### src/logic/csrr_defines.vh
// Constants for the clock, sync and range register bank.
`ifndef CSRR_DEFINES_VH
`define CSRR_DEFINES_VH
`define CSRR_ADDR_W          12
`define CSRR_OFS_CLK_ONE     12'h02A
`define CSRR_OFS_CLK_TWO     12'h02B
`define CSRR_OFS_POS_0       12'h02C
`define CSRR_OFS_POS_1       12'h02D
`define CSRR_OFS_POS_2       12'h02E
`define CSRR_OFS_FSA_0       12'h030
`define CSRR_OFS_FSA_1       12'h031
`define CSRR_OFS_FSB_0       12'h032
`define CSRR_OFS_FSB_1       12'h033
`define CSRR_RST_CLK_ONE     8'h00
`define CSRR_RST_CLK_TWO     8'h11
`define CSRR_RST_FS          16'hA000
`define CSRR_BIT_POL_FLIP    0
`define CSRR_BIT_SYNC_PECL   1
`define CSRR_BIT_DEV_PECL    2
`define CSRR_BIT_LSB_EN      3
`define CSRR_BIT_DELAY_LO    0
`define CSRR_BIT_DELAY_HI    1
`define CSRR_BIT_NOISE       2
`define CSRR_BIT_GAIN        4
`define CSRR_DECIM_BYPASS    1'b1
`define CSRR_SMP_W           12
`endif

### src/logic/csrr_byte_reg.v
// One byte of writable register storage with its own reset value.
`timescale 1ns/10ps
`default_nettype none
module csrr_byte_reg #(
	parameter [7:0] RESET_VAL = 8'h00
) (
	input  wire       clk_in,
	input  wire       rst_n_in,
	input  wire       wr_en_in,
	input  wire [7:0] wdata_in,
	output wire [7:0] value_out
);
	reg [7:0] value_q;

	// Every bit, reserved ones included, stores what was written.
	always @(posedge clk_in) begin
		if (!rst_n_in) begin
			value_q <= RESET_VAL;
		end else if (wr_en_in) begin
			value_q <= wdata_in;
		end
	end

	assign value_out = value_q;
endmodule
`default_nettype wire

### src/logic/csrr_regs.v
// Clock control, sync edge position and full-scale range register bank.
`timescale 1ns/10ps
`default_nettype none
`include "csrr_defines.vh"
module csrr_regs (
	input  wire                     clk_in,
	input  wire                     rst_n_in,
	input  wire                     wr_en_in,
	input  wire [`CSRR_ADDR_W-1:0]  addr_in,
	input  wire [7:0]               wdata_in,
	output reg  [7:0]               rdata_out,
	input  wire [23:0]              edge_position_in,
	input  wire                     sync_level_in,
	input  wire                     sample_marker_enable_in,
	input  wire                     decim_bypass_in,
	input  wire [`CSRR_SMP_W-1:0]   sample_in,
	output reg  [`CSRR_SMP_W-1:0]   sample_out,
	output wire                     sync_aligned_out,
	output wire                     device_clock_dc_pecl_mode_out,
	output wire                     sync_input_dc_pecl_mode_out,
	output wire                     sysref_on_lsb_enable_out,
	output wire                     clock_converter_gain_out,
	output wire                     supply_noise_suppress_out,
	output wire [1:0]               sample_clock_delay_out,
	output wire [15:0]              full_scale_input_a_out,
	output wire [15:0]              full_scale_input_b_out
);
	localparam NREG = 6;

	// Byte register map: index to address, reset value.
	function [`CSRR_ADDR_W-1:0] reg_addr(input integer i);
		begin
			case (i)
				0:       reg_addr = `CSRR_OFS_CLK_ONE;
				1:       reg_addr = `CSRR_OFS_CLK_TWO;
				2:       reg_addr = `CSRR_OFS_FSA_0;
				3:       reg_addr = `CSRR_OFS_FSA_1;
				4:       reg_addr = `CSRR_OFS_FSB_0;
				default: reg_addr = `CSRR_OFS_FSB_1;
			endcase
		end
	endfunction

	// The 16-bit range reset is split into bytes by part-select, never by a wide shift.
	function [7:0] reg_reset(input integer i);
		reg [15:0] fs;
		begin
			fs = `CSRR_RST_FS;
			case (i)
				0:       reg_reset = `CSRR_RST_CLK_ONE;
				1:       reg_reset = `CSRR_RST_CLK_TWO;
				2:       reg_reset = fs[7:0];
				3:       reg_reset = fs[15:8];
				4:       reg_reset = fs[7:0];
				default: reg_reset = fs[15:8];
			endcase
		end
	endfunction

	wire [8*NREG-1:0] bytes;

	// Storage for every writable byte; position status has none, so its writes are lost.
	genvar g;
	generate
		for (g = 0; g < NREG; g = g + 1) begin : g_reg
			csrr_byte_reg #(
				.RESET_VAL (reg_reset(g))
			) u_byte (
				.clk_in    (clk_in),
				.rst_n_in  (rst_n_in),
				.wr_en_in  (wr_en_in && (addr_in == reg_addr(g))),
				.wdata_in  (wdata_in),
				.value_out (bytes[8*g +: 8])
			);
		end
	endgenerate

	wire [7:0] ctl_one = bytes[7:0];
	wire [7:0] ctl_two = bytes[15:8];

	// Field decode of the two clock control bytes, and the two 16-bit range words.
	assign sync_input_dc_pecl_mode_out   = ctl_one[`CSRR_BIT_SYNC_PECL];
	assign device_clock_dc_pecl_mode_out = ctl_one[`CSRR_BIT_DEV_PECL];
	assign sysref_on_lsb_enable_out      = ctl_one[`CSRR_BIT_LSB_EN];
	assign clock_converter_gain_out      = ctl_two[`CSRR_BIT_GAIN];
	assign supply_noise_suppress_out     = ctl_two[`CSRR_BIT_NOISE];
	assign sample_clock_delay_out        =
		ctl_two[`CSRR_BIT_DELAY_HI:`CSRR_BIT_DELAY_LO];
	assign full_scale_input_a_out        = bytes[31:16];
	assign full_scale_input_b_out        = bytes[47:32];

	// Polarity flip is plain logic so alignment sees it the same cycle.
	wire sync_aligned = sync_level_in ^ ctl_one[`CSRR_BIT_POL_FLIP];
	assign sync_aligned_out = sync_aligned;

	// The marker only applies in bypass mode; decimated samples would lose it anyway.
	wire lsb_swap = ctl_one[`CSRR_BIT_LSB_EN] && sample_marker_enable_in
		&& (decim_bypass_in == `CSRR_DECIM_BYPASS);

	// Registered sample path with optional sync level on the LSB.
	always @(posedge clk_in) begin
		if (!rst_n_in) begin
			sample_out <= {`CSRR_SMP_W{1'b0}};
		end else if (lsb_swap) begin
			sample_out <= {sample_in[`CSRR_SMP_W-1:1], sync_aligned};
		end else begin
			sample_out <= sample_in;
		end
	end

	// Read mux; position bytes come straight from the detector, unmapped reads zero.
	always @* begin
		case (addr_in)
			`CSRR_OFS_CLK_ONE: rdata_out = ctl_one;
			`CSRR_OFS_CLK_TWO: rdata_out = ctl_two;
			`CSRR_OFS_POS_0:   rdata_out = edge_position_in[7:0];
			`CSRR_OFS_POS_1:   rdata_out = edge_position_in[15:8];
			`CSRR_OFS_POS_2:   rdata_out = edge_position_in[23:16];
			`CSRR_OFS_FSA_0:   rdata_out = bytes[23:16];
			`CSRR_OFS_FSA_1:   rdata_out = bytes[31:24];
			`CSRR_OFS_FSB_0:   rdata_out = bytes[39:32];
			`CSRR_OFS_FSB_1:   rdata_out = bytes[47:40];
			default:           rdata_out = 8'h00;
		endcase
	end
endmodule
`default_nettype wire

### config.mk
export PLATFORM = sky130hd
export DESIGN_NAME = csrr_regs
export DESIGN_NICKNAME = d
export VERILOG_FILES = /design/src/logic/csrr_byte_reg.v /design/src/logic/csrr_regs.v
export VERILOG_INCLUDE_DIRS = /design/src /design/src/logic
export SDC_FILE = /design/constraint.sdc
export NUM_CORES = 1
export LEC_CHECK = 0
export BUFFER_PORTS_ARGS = -buffer_cell sky130_fd_sc_hd__buf_2
export CORE_AREA = 5 5 87 89
export CTS_BUF_LIST = sky130_fd_sc_hd__clkbuf_8
export DETAILED_ROUTE_END_ITERATION = 8
export DIE_AREA = 0 0 92 94
export PLACE_DENSITY = 0.76
export SYNTH_ARGS = -nofsm -noshare
export SYNTH_HDL_FRONTEND = slang
export SYNTH_SLANG_ARGS = --single-unit
export TNS_END_PERCENT = 5
### constraint.sdc
create_clock -name clk_in -period 1.3 [get_ports clk_in]
set_input_delay 0.13 -clock clk_in [delete_from_list [all_inputs] [get_ports clk_in]]
set_output_delay 0.13 -clock clk_in [all_outputs]
set_load 0.02 [all_outputs]
==> metrics.txt <==
status=finished with violations; failing checks=negative setup slack; main area contributors after synthesis=dfxtp_1 (42%), mux2i_1 (22%), nand2_1 (5.8%), mux4_2 (5.6%), nor2b_1 (3.5%); Detail Route met2 WL=4.36 mm; Clock Tree Root=clkbuf_8; period utilization=126%; post-placement cell area=3990 sq um; via count=2793; WS Path Type=flop to output port; Tot Pwr=4.24 mW; Synth-to-Final Area Change=54.8%; share of cells above drive strength 1=49.9%; diodes inserted=0; Post-synth EDFFs=0; Setup TNS Final=-2.28 ns; synth unique cells=31; Post-Route WL=8.97 mm; placed insts=520; pre-CTS setup slack=-0.261 ns; crit path time final=1.63 ns; PnR worst setup slack=-0.334 ns; Final Non-Filler Cells=543; share of flip-flops with an asynchronous set or reset=0%; most frequent cells in the layout=buf_2 (116), mux2i_1 (62), dfxtp_1 (55), buf_4 (51), nand2_1 (42); main flop type after synthesis=dfxtp_1; Final Hold Violating Endpoints=0; Leakage=2.23 nW; die area=8650 sq um; Die Ht=94 um; post-route cell area=4390 sq um; metal1 wirelength=3.77 mm; initial drt markers=120; largest net degree at the start of global routing=49; cell taking the most area after synthesis=dfxtp_1; total of max-cap violations=0; drt first pass iters=4; Seq. cell area=1210 sq um; CTS Buffer Depth=2; Nets=520; worst-skew pair later-pin latency=0.33 ns; Initial Utilization=42.4%; initial antenna violation count=0; synthesized instance count=280; critical-path cell list=mux4_2, a2bb2oi_2, o21ai_2, buf_6; commonest non-fill, non-tap cell in the layout=buf_2; WP data required=1.17 ns; first-pass GRT wire length=14.3 mm; Port Buffers=121; Cell Area, Synth=2830 sq um; CTS tree=built; Ports=122; Worst path top cell family by delay=multiplexers; fin. max-slew vios=0; VDD IR max=0.000728 V; final core occ=65.7%; YS warnings=0; Syn Area/Cell=10.1 sq um; maximum level of the CTS H-tree=3; final-report setup violation count=8; register bit total from synthesis=60; Cell Rows=30; Layout fillers=546; Die Width=92 um; Worst path max stage delay=0.47 ns; CP max FO=2; Total GRT Usage=21.3%; DR top layer=met4; core region area=6680 sq um; total gr overflow=0; antenna-violating nets left=0; routed len/inst=16.5 um; cts bufs inserted=9; DR vias/cell=5.14; RSZ-0062 raised after global routing=true; CP startpoint kind=flop; slew margin rel.=79.5%; Detailed Place HPWL=6.91 mm; Synth Net Count=342; Crit. End Element=output port; DR WL met3=659 um; slowest stage cell, crit path=mux4_2; DRC Markers=0; Least-Margin Pin Slew=0.303 ns; top-area cell type share of the netlist area=42.4%; Worst EP arrival=1.50 ns; final setup skew=0.00650 ns; PD cells=965 nW/um^2; clock edge transition at the registers on the reported setup and hold paths=0.07 ns; Multi-input gate area=1640 sq um; vias in the first global route=3003; Min-Delay Path Class=input pin to flop; Final GP Congestion=0.812; maximum clock rate=612 MHz; Worst Hold Slack=0.0121 ns; sum of buffers and inverters on the critical path=1; sequential area share after synthesis=42.4%; clock sinks=60
[cell type report]
type	count	area share, %
sequential	60	27.5
tap	80	2.28
inverter	4	0.342
clock buffer	12	3.76
clock inverter	4	1.63
multi-input combinational	199	37.4
timing repair buffer	184	27.1
[sequential cells by signal, summed over array words and instances, names as in the netlist]
name	count
g.u_byte.value_out	48
sample_out	12
[kinds of logic (layout without fill, tap and decap cells)]
group | Yosys count | in the layout | share of synthesized area, %
and+or+nand+nor | 100 | 100 | 19.6
buffers and inverters | 21 | 204 | 3.36
xor gates and xnor gates | 1 | 1 | 0.309
DFF | 60 | 60 | 42.4
muxes | 69 | 69 | 27.5
AOI/OAI and AO/OA | 29 | 29 | 6.89
[what timing repair did]
action                     4_1_cts  5_1_grt
buffers inserted                 0        0
pin swaps                        3        2
hold buffers                     7        0
hold endpoints to repair         7        0
setup endpoints to repair        9       11
gates resized for setup         16        8
[layer usage]
metal | track usage [%] | vias up
met3 | 6.49 | 19
met2 | 36.6 | 112
met1 | 24.9 | 1310
met4 | 8.04 | 0
li1 | - | 1352
met5 | 0 | -
[synth_stat cells (7+ instances only)]
| cell | count |
|---|---|
| nand2_1 | 44 |
| nor2b_1 | 16 |
| mux4_2 | 7 |
| o21ai_0 | 9 |
| dfxtp_1 | 60 |
| mux2i_1 | 62 |
| and2_1 | 11 |
| clkbuf_1 | 8 |
| nor2_1 | 7 |
| a21oi_1 | 7 |
[worst paths after layout]
check / from / end / slack [ns] / cells past startpoint
worst max-delay path: g_reg[5].u_byte.value_out[6]$_SDFFE_PN0P_ / rdata_out[6] / -0.33 / 4
worst min-delay path: sample_in[1] / sample_out[1]$_SDFF_PN0_ / 0.01 / 2
worst max register to register: g_reg[0].u_byte.value_out[0]$_SDFFE_PN0P_ / sample_out[0]$_SDFF_PN0_ / 0.44 / 3
worst min register to register: g_reg[0].u_byte.value_out[6]$_SDFFE_PN0P_ / g_reg[0].u_byte.value_out[6]$_SDFFE_PN0P_ / 0.47 / 2
[worst reg2reg max path, stage by stage (launching register included)]
cell     delay [ns]
dfxtp_2        0.37
xor2_2         0.22
mux2i_1        0.11
nor2b_1        0.10
[report_power, final]
part	switching, mW	internal [mW]	leakage (nW)	total, mW
clock network	0.700	1.23	0.120	1.93
registers	0.00428	1.86	0.489	1.86
logic	0.224	0.219	1.62	0.443
No activity file was read; power rests on OpenSTA's default activity.
